### config.mk
export PLATFORM = sky130hd
export DESIGN_NAME = psb_regs
export DESIGN_NICKNAME = d
export VERILOG_FILES = /design/src/include/psb_pkg.sv /design/src/rtl/psb_regs.sv /design/src/rtl/psb_sat_counter.sv
export SDC_FILE = /design/constraint.sdc
export NUM_CORES = 1
export LEC_CHECK = 0
export BUFFER_PORTS_ARGS = -buffer_cell sky130_fd_sc_hd__buf_2
export CORE_UTILIZATION = 50
export CTS_CLUSTER_SIZE = 8
export DETAILED_ROUTE_END_ITERATION = 6
export PLACE_DENSITY = 0.8
export SLEW_MARGIN = 10
export SYNTH_ARGS = -nofsm -noshare
export SYNTH_HDL_FRONTEND = slang
export SYNTH_SLANG_ARGS = --single-unit
### constraint.sdc
create_clock -name clk_i -period 1.7 [get_ports clk_i]
set_input_delay 0.34 -clock clk_i [delete_from_list [all_inputs] [get_ports clk_i]]
set_output_delay 0.34 -clock clk_i [all_outputs]
set_load 0.02 [all_outputs]
### src/include/psb_pkg.sv
// Package for the PHY status, bypass control and error counter register group.
// Assumes a 5-bit register address and 16-bit register data from the management port.
package psb_pkg;

  // Register addresses of the group.
  localparam logic [4:0] PSB_ADDR_STATUS = 5'h11;
  localparam logic [4:0] PSB_ADDR_BYPASS = 5'h12;
  localparam logic [4:0] PSB_ADDR_RXERR  = 5'h13;
  localparam logic [4:0] PSB_ADDR_FCAR   = 5'h14;
  localparam logic [4:0] PSB_ADDR_LDROP  = 5'h15;

  // Status register bit positions.
  localparam int PSB_ST_LOCKED  = 15;
  localparam int PSB_ST_LINK    = 12;
  localparam int PSB_ST_LEGACY  = 6;
  localparam int PSB_ST_XOVER   = 5;
  // Self-clearing status flags: bits 14, 13 and 11 down to 7.
  localparam logic [15:0] PSB_ST_SC_MASK = 16'h6F80;

  // Bypass register bit positions.
  localparam int PSB_BY_TXDIS   = 15;
  localparam int PSB_BY_4B5B    = 14;
  localparam int PSB_BY_SCR     = 13;
  localparam int PSB_BY_DESCR   = 12;
  localparam int PSB_BY_PCSRX   = 11;
  localparam int PSB_BY_PCSTX   = 10;
  localparam int PSB_BY_LFI     = 9;
  localparam int PSB_BY_AUTOMDI = 7;
  localparam int PSB_BY_LEGDIS  = 6;
  localparam int PSB_BY_PAIRSW  = 5;
  localparam int PSB_BY_POLCOR  = 4;
  localparam int PSB_BY_PARDET  = 3;
  localparam int PSB_BY_PULSE   = 2;
  localparam int PSB_BY_NPDIS   = 1;
  localparam int PSB_BY_CLOCK_OUTPUT_PIN  = 0;
  // Writable bits (bit 8 is reserved and reads zero).
  localparam logic [15:0] PSB_BY_WR_MASK     = 16'hFEFF;
  // Sticky bits: 7, 6, 5, 4, 3, 1 and 0.
  localparam logic [15:0] PSB_BY_STICKY_MASK = 16'h00FB;
  // Reset value without the strap-driven bit 0.
  localparam logic [15:0] PSB_BY_RESET       = 16'h0088;

  // Counter width, saturation value and reset value.
  localparam int          PSB_CNT_W   = 8;
  localparam logic [7:0]  PSB_CNT_MAX = 8'hFF;
  localparam logic [7:0]  PSB_CNT_RST = 8'h00;
  localparam int          PSB_NUM_CNT = 3;

  // Event and level inputs from the transceiver datapath.
  typedef struct packed {
    logic descr_locked;   // Gigabit descrambler locked (level).
    logic link_up;        // Gigabit link active (level).
    logic legacy_lp;      // Non-compliant legacy partner seen (level).
    logic xover_err;      // Crossover error seen (level).
    logic lock_err;       // Lock error (pulse).
    logic disconnect;     // Gigabit link disconnect (pulse).
    logic gb_rx_err;      // Gigabit receive error (pulse).
    logic gb_tx_err;      // Gigabit transmit error (pulse).
    logic ssd_err;        // Stream start delimiter error (pulse).
    logic esd_err;        // Stream end delimiter error (pulse).
    logic ext_err;        // Carrier extension error (pulse).
    logic rx_err_ev;      // 100/1000 receive error to count (pulse).
    logic false_car_ev;   // False carrier to count (pulse).
    logic link_drop_ev;   // Copper link drop to count (pulse).
  } psb_events_s;

  // Controls that steer the datapath.
  typedef struct packed {
    logic tx_disable;
    logic bypass_4b5b;
    logic bypass_scrambler;
    logic bypass_descrambler;
    logic bypass_pcs_rx;
    logic bypass_pcs_tx;
    logic skip_link_fail_inhibit_timer;
    logic auto_mdix_off_forced;
    logic legacy_detect_off;
    logic pair_swap_off;
    logic polarity_corr_off;
    logic parallel_detect_honour;
    logic pulse_shaping_off;
    logic next_page_manual;
    logic clock_output_pin_en;
  } psb_ctrl_s;

endpackage

### src/rtl/psb_regs.sv
// Status, bypass control and error counter registers of a gigabit copper transceiver.
// Assumes a register port on clk_i, datapath events on clk_i and a strap from a pin.
//
// Overview of operation
// - Bit 15 shows descrambler lock.
// - Error events set self-clearing status flags.
// - Bit 12 shows gigabit link active.
// - Bits 6 and 5 show legacy partner, crossover.
// - Bypass bit 15 disables transmitter, resets zero.
// - Bypass bit 14 skips 4B/5B coding.
// - Bits 13 and 12 skip scrambler, descrambler.
// - Bits 11 and 10 skip PCS receive, transmit.
// - Bit 9 skips link fail inhibit timer.
// - Sticky bit 7 stops auto crossover, resets one.
// - Sticky bits 5, 4 stop swap, polarity correction.
// - Sticky bit 3 honours advertised ability; resets one.
// - Bit 2 disables pulse shaping filter.
// - Sticky bit 1 hands next pages to software.
// - Sticky bit 0 enables clock output; strap default.
// - Counters are eight bits, start zero, saturate.
// - Reading a counter returns it and clears it.
// - Counters count receive errors and false carriers.
// - Third counter counts link drops; upper bits zero.
// - Sticky bits survive software reset when enabled.
`timescale 1ns/100ps
module psb_regs (
  input  wire logic                  clk_i,
  input  wire logic                  rst_n_i,
  input  wire logic [4:0]            reg_addr_i,
  input  wire logic                  reg_wr_i,
  input  wire logic                  reg_rd_i,
  input  wire logic [15:0]           reg_wdata_i,
  output logic [15:0]                reg_rdata_o,
  output logic                       reg_rvalid_o,
  output logic                       reg_hit_o,
  input  wire logic                  soft_reset_i,
  input  wire logic                  sticky_reset_en_i,
  input  wire logic                  config_strap_pins_i,
  input  wire psb_pkg::psb_events_s  events_i,
  output psb_pkg::psb_ctrl_s         ctrl_o
);
  import psb_pkg::*;

  // Returns one when the access addresses the given register.
  function automatic logic addr_is(input logic [4:0] a, input logic [4:0] r);
    addr_is = (a == r);
  endfunction

  logic [15:0]          st_sc_q;       // Self-clearing status flags.
  logic [15:0]          st_word;       // Status word as read.
  logic [15:0]          byp_q;         // Bypass and feature control bits.
  logic [15:0]          byp_default;   // Default bypass value with strap bit.
  logic                 strap_s1_q;    // Strap synchroniser, first stage.
  logic                 strap_s2_q;    // Strap synchroniser, second stage.
  logic                 strap_q;       // Strap level caught after reset.
  logic                 strap_done_q;  // Strap has been caught.
  logic                 rd_status;     // Read of the status register.
  logic                 wr_bypass;     // Write of the bypass register.
  logic [15:0]          sc_set;        // Flags raised this cycle.
  logic [PSB_NUM_CNT-1:0]             cnt_inc;  // Counter event pulses.
  logic [PSB_NUM_CNT-1:0]             cnt_clr;  // Counter clearing reads.
  logic [PSB_NUM_CNT-1:0][PSB_CNT_W-1:0] cnt_val; // Counter values.
  logic [15:0]          rd_mux;        // Combinational read data.

  // Access decodes.
  assign rd_status = reg_rd_i && addr_is(reg_addr_i, PSB_ADDR_STATUS);
  assign wr_bypass = reg_wr_i && addr_is(reg_addr_i, PSB_ADDR_BYPASS);

  // Strap pin passes two flip-flops before use. The pair has no reset, so it keeps
  // sampling through reset and holds a settled strap level when reset lifts.
  always_ff @(posedge clk_i) begin
    strap_s1_q <= config_strap_pins_i;
    strap_s2_q <= strap_s1_q;
  end

  // Catches the synchronised strap once, after reset release.
  always_ff @(posedge clk_i or negedge rst_n_i) begin
    if (!rst_n_i) begin
      strap_q      <= 1'b0;
      strap_done_q <= 1'b0;
    end else if (!strap_done_q) begin
      strap_q      <= strap_s2_q;
      strap_done_q <= 1'b1;
    end
  end

  // Default value, with the clock output enable taken from the strap.
  assign byp_default = PSB_BY_RESET | {15'h0000, strap_q};

  // Bypass register: write, software reset and strap load.
  // Software reset takes priority over a write in the same cycle.
  always_ff @(posedge clk_i or negedge rst_n_i) begin
    if (!rst_n_i) begin
      byp_q <= PSB_BY_RESET;
    end else if (strap_done_q == 1'b0) begin
      byp_q <= PSB_BY_RESET | {15'h0000, strap_s2_q};
    end else if (soft_reset_i) begin
      // Sticky bits keep their value only while the enable is set.
      if (sticky_reset_en_i) begin
        byp_q <= (byp_q & PSB_BY_STICKY_MASK) | (byp_default & ~PSB_BY_STICKY_MASK);
      end else begin
        byp_q <= byp_default;
      end
    end else if (wr_bypass) begin
      byp_q <= reg_wdata_i & PSB_BY_WR_MASK;
    end
  end

  // Control outputs come straight from the bypass flip-flops.
  always_comb begin
    ctrl_o.tx_disable                   = byp_q[PSB_BY_TXDIS];
    ctrl_o.bypass_4b5b                  = byp_q[PSB_BY_4B5B];
    ctrl_o.bypass_scrambler             = byp_q[PSB_BY_SCR];
    ctrl_o.bypass_descrambler           = byp_q[PSB_BY_DESCR];
    ctrl_o.bypass_pcs_rx                = byp_q[PSB_BY_PCSRX];
    ctrl_o.bypass_pcs_tx                = byp_q[PSB_BY_PCSTX];
    ctrl_o.skip_link_fail_inhibit_timer = byp_q[PSB_BY_LFI];
    ctrl_o.auto_mdix_off_forced         = byp_q[PSB_BY_AUTOMDI];
    ctrl_o.legacy_detect_off            = byp_q[PSB_BY_LEGDIS];
    ctrl_o.pair_swap_off                = byp_q[PSB_BY_PAIRSW];
    ctrl_o.polarity_corr_off            = byp_q[PSB_BY_POLCOR];
    ctrl_o.parallel_detect_honour       = byp_q[PSB_BY_PARDET];
    ctrl_o.pulse_shaping_off            = byp_q[PSB_BY_PULSE];
    // Manual mode leaves next pages to the host after the base page.
    ctrl_o.next_page_manual             = byp_q[PSB_BY_NPDIS];
    ctrl_o.clock_output_pin_en          = byp_q[PSB_BY_CLOCK_OUTPUT_PIN];
  end

  // Flags raised by datapath events this cycle.
  always_comb begin
    sc_set     = 16'h0000;
    sc_set[14] = events_i.lock_err;
    sc_set[13] = events_i.disconnect;
    sc_set[11] = events_i.gb_rx_err;
    sc_set[10] = events_i.gb_tx_err;
    sc_set[9]  = events_i.ssd_err;
    sc_set[8]  = events_i.esd_err;
    sc_set[7]  = events_i.ext_err;
  end

  // Self-clearing flags: a read clears them, a new event wins over the clear.
  always_ff @(posedge clk_i or negedge rst_n_i) begin
    if (!rst_n_i) begin
      st_sc_q <= 16'h0000;
    end else if (soft_reset_i) begin
      st_sc_q <= sc_set;
    end else if (rd_status) begin
      st_sc_q <= sc_set;
    end else begin
      st_sc_q <= st_sc_q | sc_set;
    end
  end

  // Status word: live levels plus latched flags.
  always_comb begin
    st_word                = st_sc_q & PSB_ST_SC_MASK;
    st_word[PSB_ST_LOCKED] = events_i.descr_locked;
    st_word[PSB_ST_LINK]   = events_i.link_up;
    // Legacy detection is blocked while its disable bit is set.
    st_word[PSB_ST_LEGACY] = events_i.legacy_lp && !byp_q[PSB_BY_LEGDIS];
    st_word[PSB_ST_XOVER]  = events_i.xover_err;
  end

  // Counter events and clearing reads.
  assign cnt_inc = {events_i.link_drop_ev, events_i.false_car_ev, events_i.rx_err_ev};
  assign cnt_clr[0] = reg_rd_i && addr_is(reg_addr_i, PSB_ADDR_RXERR);
  assign cnt_clr[1] = reg_rd_i && addr_is(reg_addr_i, PSB_ADDR_FCAR);
  assign cnt_clr[2] = reg_rd_i && addr_is(reg_addr_i, PSB_ADDR_LDROP);

  // One saturating counter per error source.
  genvar gi;
  generate
    for (gi = 0; gi < PSB_NUM_CNT; gi++) begin : g_cnt
      psb_sat_counter u_cnt (
        .clk_i   (clk_i),
        .rst_n_i (rst_n_i),
        .inc_i   (cnt_inc[gi]),
        .clr_i   (cnt_clr[gi]),
        .count_o (cnt_val[gi])
      );
    end
  endgenerate

  // Read data selection; unmapped addresses read zero.
  always_comb begin
    if (addr_is(reg_addr_i, PSB_ADDR_STATUS)) begin
      rd_mux = st_word;
    end else if (addr_is(reg_addr_i, PSB_ADDR_BYPASS)) begin
      rd_mux = byp_q;
    end else if (addr_is(reg_addr_i, PSB_ADDR_RXERR)) begin
      rd_mux = {8'h00, cnt_val[0]};
    end else if (addr_is(reg_addr_i, PSB_ADDR_FCAR)) begin
      rd_mux = {8'h00, cnt_val[1]};
    end else if (addr_is(reg_addr_i, PSB_ADDR_LDROP)) begin
      rd_mux = {8'h00, cnt_val[2]};
    end else begin
      rd_mux = 16'h0000;
    end
  end

  // Hit flag tells the management port this group owns the address.
  assign reg_hit_o = (reg_addr_i >= PSB_ADDR_STATUS) && (reg_addr_i <= PSB_ADDR_LDROP);

  // Read data is registered and held until the next read.
  always_ff @(posedge clk_i or negedge rst_n_i) begin
    if (!rst_n_i) begin
      reg_rdata_o <= 16'h0000;
    end else if (reg_rd_i) begin
      reg_rdata_o <= rd_mux;
    end
  end

  // Read valid pulses one cycle after each read strobe.
  always_ff @(posedge clk_i or negedge rst_n_i) begin
    if (!rst_n_i) begin
      reg_rvalid_o <= 1'b0;
    end else begin
      reg_rvalid_o <= reg_rd_i;
    end
  end
endmodule

### src/rtl/psb_sat_counter.sv
// Saturating 8-bit event counter that clears when software reads it.
// Assumes event and clear pulses on the same clock as the counter.
`timescale 1ns/100ps
module psb_sat_counter (
  input  wire logic                          clk_i,
  input  wire logic                          rst_n_i,
  input  wire logic                          inc_i,
  input  wire logic                          clr_i,
  output logic [psb_pkg::PSB_CNT_W-1:0]      count_o
);
  import psb_pkg::*;

  // Count register.
  logic [PSB_CNT_W-1:0] count_q;

  // A clearing read restarts the count and still keeps an event of that cycle.
  always_ff @(posedge clk_i or negedge rst_n_i) begin
    if (!rst_n_i) begin
      count_q <= PSB_CNT_RST;
    end else if (clr_i) begin
      count_q <= inc_i ? (PSB_CNT_RST + 8'h01) : PSB_CNT_RST;
    end else if (inc_i && (count_q != PSB_CNT_MAX)) begin
      count_q <= count_q + 8'h01;
    end
  end

  assign count_o = count_q;

endmodule

==> reports/metrics.yaml, run 1 <==
cts.path.max_buffers: 2
power.density_nw_per_um2: 1050
antenna_left: 0
nNetsFinal: 473
maxSlewHeadroom_pct: 66.8
p_int_uw: 2950
min_period_ps: 1630
final_cell_mix: "73 x buf_2, 63 x dfrtp_1, 36 x nor2_1"
fin_skew_ps: 10.1
drt_iter0_drc: 192
yosysWarningCount: 0
required_ps: 1360
die_area_um2: 7100
setup_viol: 0
p_sw_share_pct: 33.4
htree_levels: 3
rsz0062_at_grt: "false"
die_x_um: 84.3
avgSynthCellArea_um2: 10.2
grt_overflow: 0
port_buffers: 73
synth_nets: 376
num_antenna_cells: 0
critPathArrivalTime_ps: 1290
dr.pass1.iters: 6
antenna_found_initial: 0
final_common_cell: "buf_2"
synth_top_area_cell: "dfrtp_1"
cts_root_buf: "clkbuf_8"
grt_pass1_vias: 2855
cp-start-kind: "input port"
rows: 29
finalHoldViolations: 5
pin_count: 75
stdcell_count: 510
cts_tree: "built"
critPathMaxFanout: 4
clk_latency_ps: 340
switching_power_uw: 1480
finalMaxSlewViolations: 0
seq_area_frac_synth_pct: 49.3
worstSetupEndpointType: "primary output"
peakVddDrop_mv: 0.934
pwr-share-clk_pct: 30.2
post_cts_buffers: 0
critPathKind: "input port to primary output"
cts.sinks: 67
ys_types: 53
synth_area_leaders: "dfrtp_1 47%, mux2i_1 4.4%, nor2_1 4.0%, a21o_1 3.1%, a21oi_1 2.4%"
period_share_pct: 95.7
dp_cells: 494
die_y_um: 84.3
drt_drc_violations_left: 4
final_layout_size_suffix_gt1_share_pct: 31.2
cts_made_buffers: 9
seq_power_share_pct: 50.2
whs_ps: -11.8
hp-class: "input port to asynchronous set/reset pin"
core_region_area_um2: 6460
pwr-share-comb_pct: 19.6
ys_ff_latch: 67
maxCapViolCount: 0
wirelength_um: 8450
synthesis.area_um2: 3390
start_util_pct: 52.4
yosysTopAreaCellShare_pct: 46.6
status: "finished, violations left"
async_flop_share_pct: 97.0
viasPerCell: 5.85
wl_per_cell_um: 16.6
dp_hpwl_um: 6120
synth_enable_flop_cells: 0
violations: "design-rule violations, negative hold slack"
grt_use_total_pct: 25.6
grt_max_degree: 66
syn-instance-count: 331
tightestPinTransition_ps: 495
place.gp.congestion: 0.843
synthFlopType: "dfrtp_1"
p_leak_uw: 0.00212
num_vias: 2984
layout-area-overhead-vs-synth_pct: 24.5
grt_pass1_wl_um: 14100
clk_pin_slew_ps: 80
fmax_ghz: 0.615
cells in the mapped netlist (all sizes together) (2+ instances only):
cell,count
inv,10
o211a,5
nand3,9
dfrtp,63
or2,2
nand4,8
a21oi,16
xor2,6
o211ai,6
nand2,21
and2,2
nor4bb,2
nor4,2
ha,3
o31ai,3
a211oi,7
nor2b,3
nor2,36
clkbuf,6
o221ai,3
o41ai,2
mux2i,15
or4,4
dfxtp,2
a222oi,2
a22o,3
a221o,3
and3,4
o21ai,10
a22oi,7
buf,9
nand2b,4
a21o,14
xnor2,4
mux2,7
nor3b,2
nand3b,3
dfstp,2
nor3,13
final cells by class:
type                    instances  area (um2)
fillers                       532        2240
flip-flops and latches         67        1670
multi-input cells             238        1620
repair buffers                101         588
clock buffers                   9         124
well taps                      77        96.3
clock inverters                 7        77.6
inverters                      11        41.3
what timing repair did:
item	CTS	global route
hold buffers	0	0
resized for setup	0	1
endpoints found under the setup margin	0	4
cell families (layout without fill, tap and decap cells):
family,count (synthesis),count (layout),synth area share (%)
AND/OR/NAND/NOR,118,118,18.6
XOR/XNOR,10,10,2.59
buffers and inverters,26,128,3.33
flip-flops,67,67,49.3
AO/OA/AOI/OAI,84,84,17.8
other,1,1,0.111
multiplexers,22,22,7.21
adder cells (fa/ha/maj),3,3,1.11
per-stage QoR:
stage	total power, uW	TNS, ps	setup slack [ps]	cell area (um2)	utilization, %
floorplan	2700	-0.523	-0.177	3400	-
global placement	3040	-1650	-187	4010	62.1
detailed placement	3090	-2150	-202	4010	62.1
CTS	4430	0	68.6	4210	65.2
global route	4670	0	32.2	4220	65.3
finish	4420	0	72.9	4220	65.3
per-layer routing:
| metal | up-vias | part of all wire [%] | track usage, % |
|---|---|---|---|
| met4 | 0 | 1.1 | 8.78 |
| met1 | 1476 | 44 | 33.3 |
| met2 | 89 | 50 | 42.8 |
| met5 | - | 0 | 0 |
| li1 | 1413 | - | - |
| met3 | 6 | 5.3 | 5.11 |
power by group through the flow:
stage	Clock, uW	Sequential (uW)	Combinational [uW]
2_1_floorplan	0	2160	537
3_3_place_gp	0	2220	822
3_5_place_dp	0	2220	863
4_1_cts	1360	2210	867
5_1_grt	1440	2260	969
6_report	1340	2220	866
worst max-delay path: stages:
cell and delay, ps:
buf_2 100, buf_4 130, nand2b_1 180, buf_4 160, a211oi_2 180, buf_2 190
state kept, by name (all words and copies together), names as in the netlist, 7 cells and up:
register / flops
g_cnt.u_cnt.count_o: 24
reg_rdata_o: 16
byp_q: 15
st_sc_q: 7
final timing paths:
check | startpoint | to | slack (ps) | cells past startpoint
max | reg_addr_i[3] | reg_hit_o | 70 | 6
min | rst_n_i | g_cnt[0].u_cnt.count_o[1] | -10 | 2
max reg2reg | g_cnt[0].u_cnt.count_o[1] | g_cnt[0].u_cnt.count_o[4] | 100 | 5
min reg2reg | strap_s1_q | strap_s2_q | 340 | 0
max in group asynchronous | rst_n_i | byp_q[7] | 1370 | 2
min in group clk_i | config_strap_pins_i | strap_s1_q | 90 | 1
Note: power is estimated with default switching activity, not from simulation.
==> run 2, diff against run 1 <==
==> constraint.sdc (replaced) <==
create_clock -name clk_i -period 2.1 [get_ports clk_i]
set_input_delay 0.42 -clock clk_i [delete_from_list [all_inputs] [get_ports clk_i]]
set_output_delay 0.42 -clock clk_i [all_outputs]
set_load 0.02 [all_outputs]
==> reports/metrics.yaml, run 2 (synthesis gave the netlist of run 1 again) <==
period_share_pct: 81.2
fin_area_um2: 4120
fin_util_pct: 63.8
rows: 29
core_region_area_um2: 6460
cts_root_buf: "clkbuf_8"
min_period_ps: 1710
placed_area_um2: 3900
num_vias: 2880
required_ps: 2380
nNetsFinal: 459
finalHoldViolations: 0
cts_tree: "built"
die_y_um: 84.3
whs_ps: 16.8
place.gp.congestion: 0.888
postCtsHoldBufs: 0
rsz0062_at_grt: "false"
start_util_pct: 52.4
maxCapViolCount: 0
viasPerCell: 5.81
setup_viol: 0
fmax_ghz: 0.586
die_x_um: 84.3
largest_reg_flops: 24
worst-path-buf-inv: 0
grt_pass1_wl_um: 13500
violations: "design-rule violations"
crit_slowest_cell: "or4_1"
worstSetupEndpointType: "register"
nFillCells: 532
drt_iter0_drc: 181
port_buffers: 73
antenna_found_initial: 0
peakVddDrop_mv: 0.565
critPathMaxFanout: 7
maxSlewHeadroom_pct: 61.8
cp-start-kind: "register"
crit_path_cell_trace: "ha_1 > nand4_1 > o21ai_1 > or4_1 > nand2_1"
wirelength_um: 8150
num_antenna_cells: 0
dr.pass1.iters: 6
final_common_cell: "buf_2"
critPathArrivalTime_ps: 1980
finalMaxSlewViolations: 0
critPathKind: "register to register"
final_cell_mix: "73 x buf_2, 63 x dfrtp_1, 36 x nor2_1"
fin_skew_ps: 6.36
timing.rr.start: "g_cnt[0].u_cnt.count_o[0]"
htree_levels: 3
die_area_um2: 7100
grt_pass1_vias: 2795
antenna_left: 0
post_cts_buffers: 0
layout-area-overhead-vs-synth_pct: 21.6
status: "finished, violations left"
cts_made_buffers: 9
clk_latency_ps: 340
crit_start: "g_cnt[0].u_cnt.count_o[0]"
pin_count: 75
power.density_nw_per_um2: 879
grt_use_total_pct: 24.6
grt_max_degree: 49
tightestPinTransition_ps: 570
drt_drc_violations_left: 2
wl_per_cell_um: 16.4
tns_ps: 0
cts.sinks: 67
max_stage_delay_ps: 520
critical_path.top_delay_family: "simple AND/OR/NAND/NOR gates"
cts.path.max_buffers: 2
dp_hpwl_um: 5860
p_leak_uw: 0.00205
cts_resized: 0
clk_pin_slew_ps: 70
grt_overflow: 0
rrSetupSlack_ps: 390
final_layout_size_suffix_gt1_share_pct: 28.2
hp-class: "input port to asynchronous set/reset pin"
==> run 2: final cells by class <==
cell class / instances / area [um2] / share of cell area (%)
Timing Repair Buffer: 87 / 483 / 11.7
Inverter: 11 / 41.3 / 1.00
Multi-Input combinational cell: 238 / 1610 / 39.1
Tap cell: 77 / 96.3 / 2.34
Clock inverter: 6 / 90.1 / 2.19
Sequential cell: 67 / 1670 / 40.5
Clock buffer: 10 / 128 / 3.10
==> run 2: per-layer routing <==
metal / routed length (um) / vias to the layer above / global-route usage (%) / part of all wire (%)
met1: 3550 / 1381 / 32.7 / 43
met4: 185 / 0 / 11.8 / 2.3
met5: 0 / - / 0 / 0
li1: - / 1389 / - / -
met3: 447 / 16 / 4.62 / 5.5
met2: 3970 / 94 / 39.3 / 49
==> run 2: where the power goes <==
| part | internal [uW] | switching (uW) |
|---|---|---|
| clock | 671 | 495 |
| sequential | 1500 | 289 |
| combinational | 303 | 364 |
==> run 2: per-stage QoR <==
stage	setup slack [ps]	power, uW	std cells
2_1_floorplan	193	2180	331
3_3_place_gp	104	2420	480
3_5_place_dp	92.0	2460	480
4_1_cts	401	3640	496
5_1_grt	230	3810	496
6_report	394	3620	496
==> run 2: final timing paths <==
kind,to,depth (start not counted)
setup / recovery,g_cnt[0].u_cnt.count_o[7],5
min in group clk_i,strap_s1_q,1
hold / removal,g_cnt[0].u_cnt.count_o[3],1
setup reg to reg,g_cnt[0].u_cnt.count_o[7],5
max in group asynchronous,g_cnt[1].u_cnt.count_o[3],2
hold reg to reg,strap_s2_q,0
==> run 3, diff against run 2 <==
==> constraint.sdc (replaced) <==
create_clock -name clk_i -period 1.57 [get_ports clk_i]
set_input_delay 0.314 -clock clk_i [delete_from_list [all_inputs] [get_ports clk_i]]
set_output_delay 0.314 -clock clk_i [all_outputs]
set_load 0.02 [all_outputs]
==> reports/metrics.yaml, run 3 (synthesis gave the netlist of run 1 again) <==
status: "finished, violations left"
violations: "design-rule violations"
place.gp.congestion: 0.921
nNetsFinal: 486
hp-start: "config_strap_pins_i"
crit_slowest_cell: "a211oi_2"
antenna_found_initial: 0
viasPerCell: 5.81
critPathMaxFanout: 4
wl_per_cell_um: 16.3
num_vias: 3037
cts.path.max_buffers: 2
dp_cells: 506
critPathKind: "input port to primary output"
crit_top_cell: "buf_4"
fin_skew_ps: 6.39
critPathArrivalTime_ps: 1180
start_util_pct: 52.4
final_layout_size_suffix_gt1_share_pct: 33.6
finalHoldViolations: 0
clk_pin_slew_ps: 70
cts_made_buffers: 9
layout-area-overhead-vs-synth_pct: 27.8
dr.pass1.iters: 6
cp-start-kind: "input port"
finalPower_uw: 4860
stdcell_count: 523
power.density_nw_per_um2: 1120
clk_latency_ps: 340
crit_start: "reg_addr_i[3]"
htree_levels: 3
tightestPinTransition_ps: 543
p_sw_share_pct: 32.9
rows: 29
antenna_left: 0
num_antenna_cells: 0
grt_use_total_pct: 25.8
grt_pass1_vias: 2980
cts_tree: "built"
p_leak_uw: 0.00217
timing.rr.start: "g_cnt[0].u_cnt.count_o[0]"
grt_max_degree: 66
maxCapViolCount: 0
setup_viol: 0
peakVddDrop_mv: 0.610
fin_area_um2: 4330
tns_ps: 0
required_ps: 1260
drt_iter0_drc: 301
wirelength_um: 8530
min_period_ps: 1500
fmax_ghz: 0.668
switching_power_uw: 1600
final_common_cell: "buf_2"
grt_pass1_wl_um: 14400
pwr-share-clk_pct: 29.3
post_cts_buffers: 0
pwr-share-comb_pct: 22.3
grt_overflow: 0
pin_count: 75
largest_reg_flops: 24
cts_root_buf: "clkbuf_8"
cts.sinks: 67
die_area_um2: 7100
core_region_area_um2: 6460
hp-class: "input port to register"
placed_area_um2: 4110
period_share_pct: 95.4
die_y_um: 84.3
p_int_uw: 3260
die_x_um: 84.3
max_stage_delay_ps: 180
finalMaxSlewViolations: 0
seq_power_share_pct: 48.4
worstSetupEndpointType: "primary output"
dp_hpwl_um: 6220
crit_path_cell_trace: "buf_2 > buf_4 > nand2b_4 > buf_4 > a211oi_2 > buf_4"
fin_util_pct: 67.0
drt_drc_violations_left: 9
maxSlewHeadroom_pct: 63.6
final_cell_mix: "72 x buf_2, 63 x dfrtp_1, 40 x buf_4"
port_buffers: 73
[run 3: cell count changes in the layout (fill, tap and decap cells not counted), sizes merged]
| cell | before | now |
|---|---|---|
| dlygate4sd3 | 0 | 1 |
| clkinvlp | 1 | 3 |
| buf | 87 | 113 |
| clkinv | 4 | 3 |
| bufinv | 2 | 1 |
[run 3: path summary, 6_finish.rpt]
path                                        endpoint  slack (ps)  depth (start not counted)
max                                        reg_hit_o          70                          6
min                                       strap_s1_q          70                          1
max reg2reg                g_cnt[0].u_cnt.count_o[7]          70                          5
min reg2reg                               strap_s2_q         330                          0
max in group asynchronous                   byp_q[3]         740                          3
min in group asynchronous  g_cnt[0].u_cnt.count_o[4]         500                          3
[run 3: power by group through the flow]
stage	Combinational [uW]	Sequential [uW]	Clock [uW]
final	1080	2350	1420
after floorplan	584	2340	0
after CTS	1080	2340	1440
after detailed placement	1070	2360	0
after global routing	1210	2390	1520
after global placement	1020	2360	0
[run 3: final cells by class]
cell class / instances / area (um2)
multi-input combinational: 238 / 1640
sequential: 67 / 1670
inverter: 11 / 41.3
clock inverter: 6 / 66.3
clock buffer: 10 / 128
fill: 519 / 2130
tap: 77 / 96.3
timing repair buffer: 114 / 691
[run 3: metrics by stage]
stage	worst slack, ps	hold slack, ps
after global placement	-301	313
after detailed placement	-332	315
final	72.0	68.7
after global routing	-6.16	53.7
after CTS	2.93	58.6
after floorplan	-87.1	18.4
[run 3: timing repair]
| item | 4_1_cts | 5_1_grt |
|---|---|---|
| pin swaps | 0 | 0 |
| gates resized for setup | 2 | 6 |
| hold endpoints to repair | 63 | 0 |
| hold buffers | 1 | 0 |
| endpoints found under the setup margin | 1 | 10 |
[run 3: routing by layer]
metal / share of wire, % / vias up / global-route usage [%]
li1: - / 1437 / -
met1: 44 / 1486 / 35.1
met2: 49 / 100 / 41.4
met3: 5.0 / 14 / 4.62
met4: 2.0 / 0 / 10.3
met5: 0 / - / 0
[run 3: critical path: cells and delay by family]
| family | cells | cell delay, ps |
|---|---|---|
| buf+inv | 4 | 540 |
| compound gates | 1 | 180 |
| simple gates | 1 | 160 |
